## config.mk

```make
export PLATFORM = sky130hd
export DESIGN_NAME = pch_config_regs
export DESIGN_NICKNAME = d
export VERILOG_FILES = /design/src/logic/pch_pkg.sv /design/src/logic/pch_config_regs.sv /design/src/logic/pch_master_timer.sv
export SDC_FILE = /design/constraint.sdc
export NUM_CORES = 1
export LEC_CHECK = 0
export ABC_AREA = 1
export ABC_CLOCK_PERIOD_IN_PS = 5300
export BUFFER_PORTS_ARGS = -buffer_cell sky130_fd_sc_hd__buf_2
export CAP_MARGIN = 20
export CORE_ASPECT_RATIO = 0.8
export CORE_MARGIN = 2
export CORE_UTILIZATION = 42
export CTS_BUF_LIST = sky130_fd_sc_hd__clkbuf_4
export DETAILED_ROUTE_END_ITERATION = 12
export GPL_ROUTABILITY_DRIVEN = 0
export PLACE_DENSITY = 0.67
export SYNTH_ARGS = -nofsm -noshare
export SYNTH_HDL_FRONTEND = slang
export SYNTH_SLANG_ARGS = --single-unit
```

## constraint.sdc

```tcl
create_clock -name clock_in -period 5.3 [get_ports clock_in]
set_input_delay 0.53 -clock clock_in [delete_from_list [all_inputs] [get_ports clock_in]]
set_output_delay 0.53 -clock clock_in [all_outputs]
set_load 0.01 [all_outputs]
```

## src/logic/pch_pkg.sv

```systemverilog
/*
 * Shared constants and carrier types for the PCI configuration header slice:
 * register offsets, field positions, reset values, line-size codes.
 * Assumes one 125 MHz PCI-side clock and dword-aligned configuration offsets.
 */
package pch_pkg;

    // dword offsets inside configuration space
    localparam logic [7:0] ADDR_CLASS = 8'h08;
    localparam logic [7:0] ADDR_MISC  = 8'h0c;
    localparam logic [7:0] ADDR_BAR0  = 8'h10;
    localparam logic [7:0] ADDR_BAR2  = 8'h18;

    // class code fields
    localparam logic [7:0] BASE_BRIDGE    = 8'h06;
    localparam logic [7:0] BASE_I2O       = 8'h0e;
    localparam logic [7:0] SUB_RST        = 8'h80;
    localparam logic [7:0] SUB_I2O        = 8'h00;
    localparam logic [7:0] INTERFACE_CODE_A_RST       = 8'h00;
    localparam logic [7:0] INTERFACE_CODE_A_I2O_INTR  = 8'h01;
    // arbitrary neutral revision value
    localparam logic [7:0] REVISION_VALUE = 8'h5a;

    // miscellaneous register fields
    localparam int         LAT_LSB        = 9;
    localparam int         LINE_SIZE_CODE_LSB      = 2;
    localparam logic [6:0] LAT_RST        = 7'h00;
    localparam logic [7:0] LAT_MIN_CLOCKS = 8'h08;
    localparam logic [1:0] LINE_SIZE_CODE_RST      = 2'h0;
    localparam logic [1:0] LINE_SIZE_CODE_TREATED  = 2'h0;
    localparam logic [1:0] LINE_SIZE_CODE_FOUR     = 2'h1;
    localparam logic [1:0] LINE_SIZE_CODE_EIGHT    = 2'h2;

    // base address registers
    localparam int          BA_LSB        = 12;
    localparam int          I2O_WIN_LSB   = 16;
    localparam logic [19:0] BA_RST        = 20'h00000;

    typedef struct packed {
        logic        wr;
        logic        rd;
        logic [7:0]  addr;
        logic [3:0]  be;
        logic [31:0] wdata;
    } pch_access_type;

    typedef struct packed {
        logic       load;
        logic [7:0] base_class;
        logic [7:0] sub_class;
        logic [7:0] interface_code_a;
    } pch_eeprom_type;

    typedef struct packed {
        logic        valid;
        logic [31:0] addr;
    } pch_pci_addr_type;

    typedef enum logic [2:0] {
        TMR_IDLE    = 3'b001,
        TMR_COUNT   = 3'b010,
        TMR_EXPIRED = 3'b100
    } pch_timer_state_type;

    // byte-enable merge of a write onto a stored word
    function automatic logic [31:0] merge_be(input logic [31:0] old_w,
                                             input logic [31:0] new_w,
                                             input logic [3:0]  be);
        logic [31:0] r;
        r = old_w;
        for (int i = 0; i < 4; i++) begin
            if (be[i]) begin
                r[i*8 +: 8] = new_w[i*8 +: 8];
            end
        end
        return r;
    endfunction

    // effective latency in clocks, never below the floor
    function automatic logic [7:0] lat_clocks(input logic [6:0] lat);
        logic [7:0] v;
        v = {lat, 1'b0};
        return (v < LAT_MIN_CLOCKS) ? LAT_MIN_CLOCKS : v;
    endfunction

endpackage

```

## src/logic/pch_config_regs.sv

```systemverilog
/*
 * PCI configuration header slice: class code, misc header fields, register
 * space base and messaging-unit window base, plus address hit decoding.
 * Assumes config and local-bus accesses arrive as one-cycle strobes on the
 * PCI clock, and messaging_unit_enable_in is driven by same-clock logic.
 */
`timescale 1ns/100ps

// Notes on behaviour
// - base class resets to bridge, may become 0E; sub class 80, reads 00 then.
// - interface code resets 00; 01 under 0E also advertises interrupt registers.
// - not self-test capable; capable, start and completion bits always read zero.
// - multifunction flag and header layout field always read zero.
// - latency writable in bits 7..1; floor and default mean eight clocks.
// - as master, terminate once programmed latency clocks have elapsed.
// - line size keeps 01, 10 or 00; any other code stores zero.
// - line size 00 behaves as a four-word line.
// - line size steers target burst writes and DMA data on PCI.
// - register space base holds 4K-aligned address; space bit reads zero.
// - register space is 4K; hit selects register by address bits 11..0.
// - with messaging unit on, register base moves to 018, window at 010.
// - register space unreachable from PCI until its base is written.
// - window base holds bits 31..12 writable, space bit reads zero.
// - lowest 4K of window reserved; above forwards to local-bus memory.
// - locally writable class fields load from serial memory or local bus only.
module pch_config_regs (
    input  wire logic                      clock_in,
    input  wire logic                      rst_b_in,
    input  wire pch_pkg::pch_access_type   cfg_in,
    input  wire pch_pkg::pch_access_type   local_bus_in,
    input  wire pch_pkg::pch_eeprom_type   eeprom_in,
    input  wire pch_pkg::pch_pci_addr_type pci_addr_in,
    input  wire logic                      messaging_unit_enable_in,
    input  wire logic                      master_active_in,
    output logic [31:0]                    cfg_rdata_out,
    output logic                           cfg_ack_out,
    output logic [31:0]                    local_bus_rdata_out,
    output logic                           local_bus_ack_out,
    output logic                           reg_hit_out,
    output logic [11:0]                    reg_index_out,
    output logic                           i2o_forward_out,
    output logic                           i2o_reserved_out,
    output logic                           i2o_queues_out,
    output logic                           i2o_intr_regs_out,
    output logic                           line_eight_out,
    output logic                           latency_expired_out
);
    import pch_pkg::*;

    logic [7:0]  base_class;
    logic [7:0]  sub_class;
    logic [7:0]  interface_code_a;
    logic [6:0]  master_latency_count;
    logic [1:0]  line_size_code;
    logic [19:0] space_ba;
    logic        space_written;
    logic [19:0] window_ba = BA_RST;

    wire        mu_en     = messaging_unit_enable_in;
    wire [7:0]  space_off = mu_en ? ADDR_BAR2 : ADDR_BAR0;

    wire cfg_class  = cfg_in.addr == ADDR_CLASS;
    wire cfg_misc   = cfg_in.addr == ADDR_MISC;
    wire cfg_space  = cfg_in.addr == space_off;
    wire cfg_window = mu_en && (cfg_in.addr == ADDR_BAR0);
    wire lb_class   = local_bus_in.addr == ADDR_CLASS;
    wire lb_misc    = local_bus_in.addr == ADDR_MISC;
    wire lb_space   = local_bus_in.addr == space_off;
    wire lb_window  = mu_en && (local_bus_in.addr == ADDR_BAR0);

    // sub class forced to 00 under 0E
    wire [7:0]  sub_view   = (base_class == BASE_I2O) ? SUB_I2O : sub_class;
    wire [31:0] class_word = {base_class, sub_view, interface_code_a, REVISION_VALUE};
    // partial local writes keep the stored sub class
    wire [31:0] class_store = {base_class, sub_class, interface_code_a, REVISION_VALUE};
    wire [31:0] misc_word  = {16'h0000, master_latency_count, 1'b0,
                              4'h0, line_size_code, 2'h0};
    wire [31:0] space_word  = {space_ba, 12'h000};
    wire [31:0] window_word = {window_ba, 12'h000};

    function automatic logic [31:0] read_word(input logic [7:0] a);
        if (a == ADDR_CLASS) return class_word;
        if (a == ADDR_MISC) return misc_word;
        if (a == space_off) return space_word;
        if (mu_en && a == ADDR_BAR0) return window_word;
        return 32'h00000000;
    endfunction

    wire [31:0] cfg_rd_word = read_word(cfg_in.addr);
    wire [31:0] lb_rd_word  = read_word(local_bus_in.addr);

    wire [31:0] cfg_misc_m = merge_be(misc_word, cfg_in.wdata, cfg_in.be);
    wire [31:0] lb_misc_m  = merge_be(misc_word, local_bus_in.wdata, local_bus_in.be);
    wire [31:0] lb_class_m = merge_be(class_store, local_bus_in.wdata, local_bus_in.be);
    wire [31:0] cfg_space_m = merge_be(space_word, cfg_in.wdata, cfg_in.be);
    wire [31:0] lb_space_m  = merge_be(space_word, local_bus_in.wdata, local_bus_in.be);
    wire [31:0] cfg_win_m   = merge_be(window_word, cfg_in.wdata, cfg_in.be);
    wire [31:0] lb_win_m    = merge_be(window_word, local_bus_in.wdata, local_bus_in.be);

    wire cfg_misc_wr  = cfg_in.wr && cfg_misc;
    wire lb_misc_wr   = local_bus_in.wr && lb_misc;
    wire lb_class_wr  = local_bus_in.wr && lb_class;
    wire cfg_space_wr = cfg_in.wr && cfg_space && (cfg_in.be[3:1] != 3'h0);
    wire lb_space_wr  = local_bus_in.wr && lb_space && (local_bus_in.be[3:1] != 3'h0);
    wire cfg_win_wr   = cfg_in.wr && cfg_window;
    wire lb_win_wr    = local_bus_in.wr && lb_window;

    // local bus wins when both write the same field
    wire [31:0] misc_m  = lb_misc_wr ? lb_misc_m : cfg_misc_m;
    wire [31:0] space_m = lb_space_wr ? lb_space_m : cfg_space_m;
    wire [31:0] win_m   = lb_win_wr ? lb_win_m : cfg_win_m;

    wire [1:0] line_size_code_wr  = misc_m[LINE_SIZE_CODE_LSB +: 2];
    wire [1:0] line_size_code_new = (line_size_code_wr == 2'h3) ? LINE_SIZE_CODE_TREATED : line_size_code_wr;

    // base accepts only bridge or I2O codes
    wire [7:0] base_src  = eeprom_in.load ? eeprom_in.base_class : lb_class_m[31:24];
    wire       base_ok   = (base_src == BASE_BRIDGE) || (base_src == BASE_I2O);
    wire       class_upd = eeprom_in.load || lb_class_wr;

    // class fields: serial load or local bus, never PCI
    always_ff @(posedge clock_in) begin
        if (!rst_b_in) begin
            base_class       <= BASE_BRIDGE;
            sub_class        <= SUB_RST;
            interface_code_a <= INTERFACE_CODE_A_RST;
        end else if (class_upd) begin
            if (base_ok) base_class <= base_src;
            sub_class        <= eeprom_in.load ? eeprom_in.sub_class : lb_class_m[23:16];
            interface_code_a <= eeprom_in.load ? eeprom_in.interface_code_a
                                               : lb_class_m[15:8];
        end
    end

    always_ff @(posedge clock_in) begin
        if (!rst_b_in) begin
            master_latency_count <= LAT_RST;
            line_size_code       <= LINE_SIZE_CODE_RST;
        end else if (cfg_misc_wr || lb_misc_wr) begin
            master_latency_count <= misc_m[LAT_LSB +: 7];
            line_size_code       <= line_size_code_new;
        end
    end

    always_ff @(posedge clock_in) begin
        if (!rst_b_in) begin
            space_ba      <= BA_RST;
            space_written <= 1'b0;
        end else if (cfg_space_wr || lb_space_wr) begin
            space_ba      <= space_m[31:BA_LSB];
            space_written <= 1'b1;
        end
    end

    always_ff @(posedge clock_in) begin
        if (cfg_win_wr || lb_win_wr) begin
            window_ba <= win_m[31:BA_LSB];
        end
    end

    always_ff @(posedge clock_in) begin
        if (!rst_b_in) begin
            cfg_rdata_out       <= 32'h00000000;
            cfg_ack_out         <= 1'b0;
            local_bus_rdata_out <= 32'h00000000;
            local_bus_ack_out   <= 1'b0;
        end else begin
            cfg_rdata_out       <= cfg_in.rd ? cfg_rd_word : 32'h00000000;
            cfg_ack_out         <= cfg_in.rd || cfg_in.wr;
            local_bus_rdata_out <= local_bus_in.rd ? lb_rd_word : 32'h00000000;
            local_bus_ack_out   <= local_bus_in.rd || local_bus_in.wr;
        end
    end

    wire space_hit = pci_addr_in.valid && space_written &&
                     (pci_addr_in.addr[31:BA_LSB] == space_ba);
    wire win_hit   = pci_addr_in.valid && mu_en &&
                     (pci_addr_in.addr[31:I2O_WIN_LSB] == window_ba[19:4]);
    wire win_low   = pci_addr_in.addr[I2O_WIN_LSB-1:BA_LSB] == 4'h0;

    always_ff @(posedge clock_in) begin
        if (!rst_b_in) begin
            reg_hit_out       <= 1'b0;
            reg_index_out     <= 12'h000;
            i2o_forward_out   <= 1'b0;
            i2o_reserved_out  <= 1'b0;
            i2o_queues_out    <= 1'b0;
            i2o_intr_regs_out <= 1'b0;
            line_eight_out    <= 1'b0;
        end else begin
            reg_hit_out       <= space_hit;
            reg_index_out     <= pci_addr_in.addr[BA_LSB-1:0];
            i2o_forward_out   <= win_hit && !win_low;
            i2o_reserved_out  <= win_hit && win_low;
            i2o_queues_out    <= base_class == BASE_I2O;
            i2o_intr_regs_out <= (base_class == BASE_I2O) &&
                                 (interface_code_a == INTERFACE_CODE_A_I2O_INTR);
            line_eight_out    <= line_size_code == LINE_SIZE_CODE_EIGHT;
        end
    end

    pch_master_timer u_timer (
        .clock_in         (clock_in),
        .rst_b_in         (rst_b_in),
        .master_active_in (master_active_in),
        .limit_in         (lat_clocks(master_latency_count)),
        .expired_out      (latency_expired_out)
    );
endmodule // pch_config_regs

```

## src/logic/pch_master_timer.sv

```systemverilog
/*
 * Master latency timer: counts PCI clocks of an owned transaction and
 * flags when the programmed latency has elapsed.
 * Assumes master_active_in comes from logic on the same clock.
 */
`timescale 1ns/100ps
module pch_master_timer (
    input  wire logic       clock_in,
    input  wire logic       rst_b_in,
    input  wire logic       master_active_in,
    input  wire logic [7:0] limit_in,
    output logic            expired_out
);
    import pch_pkg::*;

    pch_timer_state_type state;
    pch_timer_state_type next_state;
    logic [7:0]          count;
    wire                 reach = (count + 8'h01) >= limit_in;

    always_comb begin
        next_state = state;
        case (state)
            TMR_IDLE:    if (master_active_in) next_state = TMR_COUNT;
            TMR_COUNT: begin
                if (!master_active_in) next_state = TMR_IDLE;
                else if (reach) next_state = TMR_EXPIRED;
            end
            TMR_EXPIRED: if (!master_active_in) next_state = TMR_IDLE;
            default:     next_state = TMR_IDLE;
        endcase
    end

    always_ff @(posedge clock_in) begin
        if (!rst_b_in) begin
            state       <= TMR_IDLE;
            count       <= 8'h00;
            expired_out <= 1'b0;
        end else begin
            state       <= next_state;
            count       <= (next_state == TMR_COUNT) ? count + 8'h01 : 8'h00;
            expired_out <= (next_state == TMR_EXPIRED);
        end
    end
endmodule // pch_master_timer

```

==> results of run 1 <==
==> final timing paths <==
| kind | from | endpoint | slack, ns |
|---|---|---|---|
| worst max-delay path | cfg_in[37] | window_ba[14] | 2.61 |
| worst max register to register | u_timer.count[0] | u_timer.count[6] | 3.05 |
| worst min-delay path | pci_addr_in[5] | reg_index_out[5] | 0.09 |
| worst min register to register | line_size_code[0] | line_eight_out | 0.46 |
==> cell usage in the layout, fill, tap and decap left out, types with 3 or more instances in the layout <==
master / synthesis / layout
buf_2: 5 / 219
conb_1: 1 / 6
nand3_2: 4 / 4
nand4_1: 21 / 21
o211ai_1: 19 / 19
nor2_1: 122 / 122
ha_1: 8 / 8
nor4_1: 4 / 4
o21ai_0: 113 / 113
clkbuf_4: 0 / 17
clkinv_1: 3 / 3
nand3_1: 45 / 45
o21ai_1: 6 / 6
a21oi_1: 36 / 36
inv_2: 5 / 5
inv_6: 0 / 4
o22ai_1: 32 / 32
dfxtp_1: 140 / 140
edfxtp_1: 20 / 20
nand2_1: 282 / 282
nor3_1: 15 / 15
inv_8: 0 / 5
xor2_1: 9 / 9
nor2_2: 5 / 5
xnor2_1: 15 / 15
inv_1: 149 / 149
diode_2: 0 / 3
nand2_2: 6 / 6
==> registers in the layout, indices dropped and copies added (netlist names), 2 cells and up <==
register	cells
sub_class	8
u_timer.count	8
base_class	8
interface_code_a	8
reg_index_out	12
line_size_code	2
local_bus_rdata_out	27
window_ba	20
u_timer.state	3
space_ba	20
master_latency_count	7
cfg_rdata_out	27
==> critical path: stages <==
cell and delay [ns]:
buf_2 0.10, nor2_1 0.25, nand2_1 0.08, nor2_1 0.33
nand2_1 0.42, inv_1 0.29, nand3_1 0.18, o22ai_1 0.73
==> power by group <==
group          leakage (nW)  internal [mW]  switching [mW]  total [mW]
Sequential             1.31           1.25         0.00889        1.26
Combinational          3.37         0.0899           0.155       0.245
Clock                 0.150          0.210           0.515       0.725
Total                  4.83           1.55           0.679        2.22
==> area by class of cell <==
| class | count | area (um2) | share of cell area (%) |
|---|---|---|---|
| multi-input combinational | 766 | 3720 | 39.53 |
| sequential | 160 | 3403 | 36.17 |
| timing repair buffer | 220 | 1104 | 11.73 |
| inverter | 157 | 589.3 | 6.262 |
| tap | 253 | 316.6 | 3.364 |
| clock inverter | 15 | 142.6 | 1.516 |
| clock buffer | 17 | 127.6 | 1.356 |
| antenna | 3 | 7.507 | 0.07978 |
==> metal layers <==
layer | global-route usage [%] | vias up
li1 | - | 4027
met1 | 36.82 | 3619
met2 | 35.06 | 397
met3 | 7.293 | 37
met4 | 7.380 | 4
met5 | 0 | -
==> per-stage QoR <==
stage / hold WS, ns / power, mW / util (%) / std cells / cell area, um2
2_1_floorplan: 0.4183 / 1.414 / - / 1134 / 7974
6_report: 0.08537 / 2.225 / 51.33 / 1591 / 9410
4_1_cts: 0.07697 / 2.231 / 51.29 / 1588 / 9403
3_3_place_gp: 0.4341 / 1.520 / 49.82 / 1556 / 9133
5_1_grt: 0.04747 / 2.316 / 51.30 / 1589 / 9405
3_5_place_dp: 0.4411 / 1.522 / 49.82 / 1556 / 9133
==> kinds of logic (layout without fill, tap and decap cells) <==
family	after synthesis	in the layout
other	1	9
DFF	160	160
and+or+nand+nor	510	510
buffers and inverters	208	409
adders and majority gates	8	8
muxes	3	3
AOI/OAI and AO/OA	215	215
xor gates and xnor gates	24	24
==> flow_summary.json, run 1 <==
{
  "status": "complete, no violations",
  "setup_tns_ns": 0,
  "post_cts_buffers": 0,
  "grt_use_total_pct": 24.98,
  "hpwl_um": 19680,
  "finalNetCount": 1484,
  "yosysMostFrequentCell": "nand2_1",
  "synth.area.top_cells": "dfxtp_1 35%, nand2_1 13%, edfxtp_1 7.5%",
  "synth.area.mux_share_pct": 0.4089,
  "wl_met3_um": 2938,
  "startpoint_type": "input port",
  "cts_root_buffer": "clkbuf_4",
  "async_flop_share_pct": 0,
  "vias": 8084,
  "ios": 239,
  "grt_max_degree": 55,
  "synth_compound_area_share_pct": 15.05,
  "fp.dieH_um": 127.1,
  "dieArea_um2": 20060,
  "post-route-period-util_pct": 50.69,
  "drt_wl_total_um": 25480,
  "synth_adder_area_share_pct": 1.258,
  "gr-total-overflow": 0,
  "min_path_type": "in2reg",
  "coreArea_um2": 18330,
  "numCtsBuffers": 17,
  "start_util_pct": 43.39,
  "synth_common_cells": "282 x nand2_1, 149 x inv_1, 140 x dfxtp_1, 122 x nor2_1, 113 x o21ai_0",
  "grt_antenna_before_repair": 5,
  "grt_pass1_wl_um": 38130,
  "min_period_ns": 2.686,
  "met1_length_um": 11800,
  "synth_top_family_by_area": "simple AND/OR/NAND/NOR gates",
  "synth_edf_count": 20,
  "drv_cap": 0,
  "worst_setup_path_end_kind": "register",
  "area_delta_synth_final_pct": 18.29,
  "ys.flop_type": "dfxtp_1",
  "cts-resized-gates": 0,
  "grt_pass1_vias": 7040,
  "firstDrtPassIters": 6,
  "synthXorXnorAreaFrac_pct": 2.642,
  "cp_max_fo": 17,
  "clock_skew_ns": 0.02883,
  "clock_latency_ns": 0.61,
  "leakage_nw": 4.833,
  "dr.max_layer_used": "met5",
  "pre_cts_ws_ns": 2.013,
  "clk_pin_slew_worst_paths_ns": 0.17,
  "drtAntennaViolNets": 0,
  "clockBufferDepth": 2,
  "slew_viol_final": 0,
  "setup_ws_ns": 2.614,
  "ys_seq_area_share_pct": 42.78,
  "p_per_area_nw_per_um2": 236.4,
  "ys_warn_count": 0,
  "chipWidth_um": 157.9,
  "synth_top_cell_by_area": "dfxtp_1",
  "cts_tree": "yes",
  "synth_cell_type_count": 42,
  "drcViolationCount": 0,
  "syn_avg_cell_area_um2": 7.046,
  "port_buffers": 219,
  "arrival_ns": 2.92,
  "n_fill_cell": 1902,
  "num_rows": 44,
  "drive_gt1_share_pct": 20.97,
  "synth_top_area_share_pct": 35.23,
  "drt_first_iter_violations": 904,
  "vias_per_cell": 5.081,
  "cts_hold_repair.buffers": 0,
  "met2_length_um": 10270,
  "finalSetupViolations": 0,
  "cp.required_ns": 5.54,
  "tightest_slew_ns": 1.106,
  "setup.worst_path.class": "in2reg",
  "vdd_drop_max_uv": 177.0,
  "hold_depth": 3,
  "h-tree-depth": 4,
  "rsz0062_at_grt": "no",
  "slew_headroom_pct": 26.27,
  "cts_num_sinks": 160,
  "synthCells": 1129,
  "synthSimpleGateAreaFrac_pct": 27.12,
  "netlist_area_um2": 7955,
  "reg2reg_depth": 13,
  "ys_seq_elements": 160,
  "finalHoldViolations": 0,
  "fmax_mhz": 372.2,
  "wire_per_inst_um": 16.02
}
No activity file was read; power rests on OpenSTA's default activity.
==> run 2: changes to the inputs <==
--- a/config.mk
+++ b/config.mk
@@ -6,7 +6,7 @@
 export NUM_CORES = 1
 export LEC_CHECK = 0
 export ABC_AREA = 1
-export ABC_CLOCK_PERIOD_IN_PS = 5300
+export ABC_CLOCK_PERIOD_IN_PS = 2600
 export BUFFER_PORTS_ARGS = -buffer_cell sky130_fd_sc_hd__buf_2
 export CAP_MARGIN = 20
 export CORE_ASPECT_RATIO = 0.8
==> constraint.sdc (replaced) <==
create_clock -name clock_in -period 2.6 [get_ports clock_in]
set_input_delay 0.26 -clock clock_in [delete_from_list [all_inputs] [get_ports clock_in]]
set_output_delay 0.26 -clock clock_in [all_outputs]
set_load 0.01 [all_outputs]
==> run 2 against run 1 <==
Routed wire length increased by 2.1%. Largest cell class unchanged. Combinational power increased by 120%. Critical endpoint is now u_timer.count[6]. Clock power increased by 120%. Non-clock buffer count increased by 54. Largest power group unchanged.
==> flow_summary.json, run 2 (synthesis gave the netlist of run 1 again) <==
{
  "status": "complete, no violations",
  "cp_max_fo": 9,
  "cts_tree": "yes",
  "p_per_area_nw_per_um2": 476.4,
  "clock_skew_ns": 0.02572,
  "setup_tns_ns": 0,
  "num_rows": 44,
  "post-route-period-util_pct": 87.37,
  "vias": 8218,
  "slew_viol_final": 0,
  "cts_root_buffer": "clkbuf_4",
  "chipWidth_um": 157.9,
  "drt_wl_total_um": 26020,
  "p_clk_share_pct": 34.4,
  "top_regs": "cfg_rdata_out x27, local_bus_rdata_out x27",
  "slew_headroom_pct": 29.65,
  "cts-resized-gates": 0,
  "hold_depth": 3,
  "grt_max_degree": 56,
  "firstDrtPassIters": 7,
  "setup.worst_path.class": "reg2reg",
  "startpoint_type": "register",
  "leakage_nw": 5.086,
  "drv_cap": 0,
  "whs_ns": 0.02405,
  "fmax_mhz": 440.2,
  "reg2reg_depth": 13,
  "clockBufferDepth": 2,
  "clk_pin_slew_worst_paths_ns": 0.18,
  "port_buffers": 219,
  "arrival_ns": 2.79,
  "crit_path_cell_trace": "nand3_1 > nor2_1 > nand2_1 > xor2_1 > inv_1 > ha_1 > a21oi_1 > nor2_1 > nor3_1 > nand3b_1 > nand2_1 > nand2_1 > nor2_1",
  "cp.required_ns": 3.11,
  "clock_latency_ns": 0.59,
  "finalSetupViolations": 0,
  "comb_power_share_pct": 11.6,
  "coreArea_um2": 18330,
  "area_delta_synth_final_pct": 25.20,
  "grt_use_total_pct": 25.87,
  "seq_area_um2": 3403,
  "multi_input_area_um2": 3720,
  "grt_pass1_vias": 7402,
  "drcViolationCount": 0,
  "seq_power_share_pct": 53.9,
  "cpMaxStageDelayCell": "dfxtp_1",
  "gr-total-overflow": 0,
  "min_period_ns": 2.272,
  "crit_family": "simple AND/OR/NAND/NOR gates",
  "worst-path-buf-inv": 1,
  "hpwl_um": 19990,
  "finalHoldViolations": 0,
  "drtAntennaViolNets": 0,
  "cts_num_sinks": 160,
  "worst_setup_path_end_kind": "register",
  "cp.depth": 13,
  "drt_first_iter_violations": 923,
  "internal_power_mw": 3.317,
  "grt_pass1_wl_um": 39510,
  "grt_antenna_before_repair": 1,
  "numCtsBuffers": 17,
  "layout_commonest_cell": "nand2_1",
  "layout_common_cells": "282 x nand2_1, 219 x buf_2, 149 x inv_1",
  "fp.dieH_um": 127.1,
  "dieArea_um2": 20060,
  "max_stage_delay_ns": 0.41,
  "rsz0062_at_grt": "no",
  "ios": 239,
  "finalNetCount": 1538,
  "drive_gt1_share_pct": 21.17,
  "n_fill_cell": 1843,
  "min_path_type": "in2reg",
  "swShare_pct": 30.09,
  "h-tree-depth": 4,
  "tightest_slew_ns": 1.055,
  "p_sw_mw": 1.427,
  "vdd_drop_max_uv": 278.4,
  "start_util_pct": 43.39,
  "wire_per_inst_um": 15.84,
  "vias_per_cell": 5.002
}
[run 2: cell types whose count changed in the layout (fill, tap and decap cells not counted), sizes merged]
cell and delta:
dlygate4sd3 +40, buf +14, bufinv +1, diode -2, clkinv -1
[run 2: layer usage]
layer,global-route usage [%],share of wire [%]
met3,6.479,11
met4,6.952,1.4
met5,0,0
met2,37.57,41
met1,38.07,46
[run 2: area by class of cell]
cell class	count	area share, %
Sequential cell	160	34.17
Timing Repair Buffer	274	16.16
Clock inverter	15	1.922
Tap cell	253	3.178
Clock buffer	17	1.281
Antenna cell	1	0.02513
Inverter	157	5.917
Multi-Input combinational cell	766	37.35
[run 2: final timing paths]
path	startpoint	to	slack [ns]
hold / removal	rst_b_in	local_bus_ack_out	0.02
setup / recovery	u_timer.count[0]	u_timer.count[6]	0.33
hold reg to reg	line_size_code[0]	line_eight_out	0.47
setup reg to reg	u_timer.count[0]	u_timer.count[6]	0.33
[run 2: per-stage QoR]
stage / setup WS [ns] / cells / power, mW / instance area [um2] / util (%)
5_1_grt: 0.02798 / 1643 / 4.947 / 9960 / 54.33
6_report: 0.3283 / 1643 / 4.745 / 9960 / 54.33
2_1_floorplan: 0.6043 / 1134 / 2.882 / 7974 / -
4_1_cts: 0.2820 / 1642 / 4.775 / 9957 / 54.31
3_3_place_gp: 0.4097 / 1570 / 3.103 / 9238 / 50.39
3_5_place_dp: 0.3481 / 1570 / 3.109 / 9238 / 50.39
[run 2: worst register-to-register path, cell delays in order, from the launching register on]
cell and delay, ns:
dfxtp_1 0.41, nand3_1 0.13, nor2_1 0.14, nand2_1 0.08, xor2_1 0.19, inv_1 0.07
ha_1 0.29, a21oi_1 0.14, nor2_1 0.05, nor3_1 0.15, nand3b_1 0.10, nand2_1 0.10
nand2_1 0.19, nor2_1 0.16
[run 2: repair_timing]
action | 4_1_cts | 5_1_grt
buffers inserted | 0 | 0
hold buffers | 40 | 0
endpoints found under the hold margin | 42 | 0
[run 2: power groups by stage]
stage	Sequential, mW	Combinational, mW	Clock, mW
5_1_grt	2.56	0.610	1.77
6_report	2.56	0.551	1.63
4_1_cts	2.56	0.545	1.67
2_1_floorplan	2.62	0.266	0
3_3_place_gp	2.61	0.492	0
3_5_place_dp	2.61	0.497	0
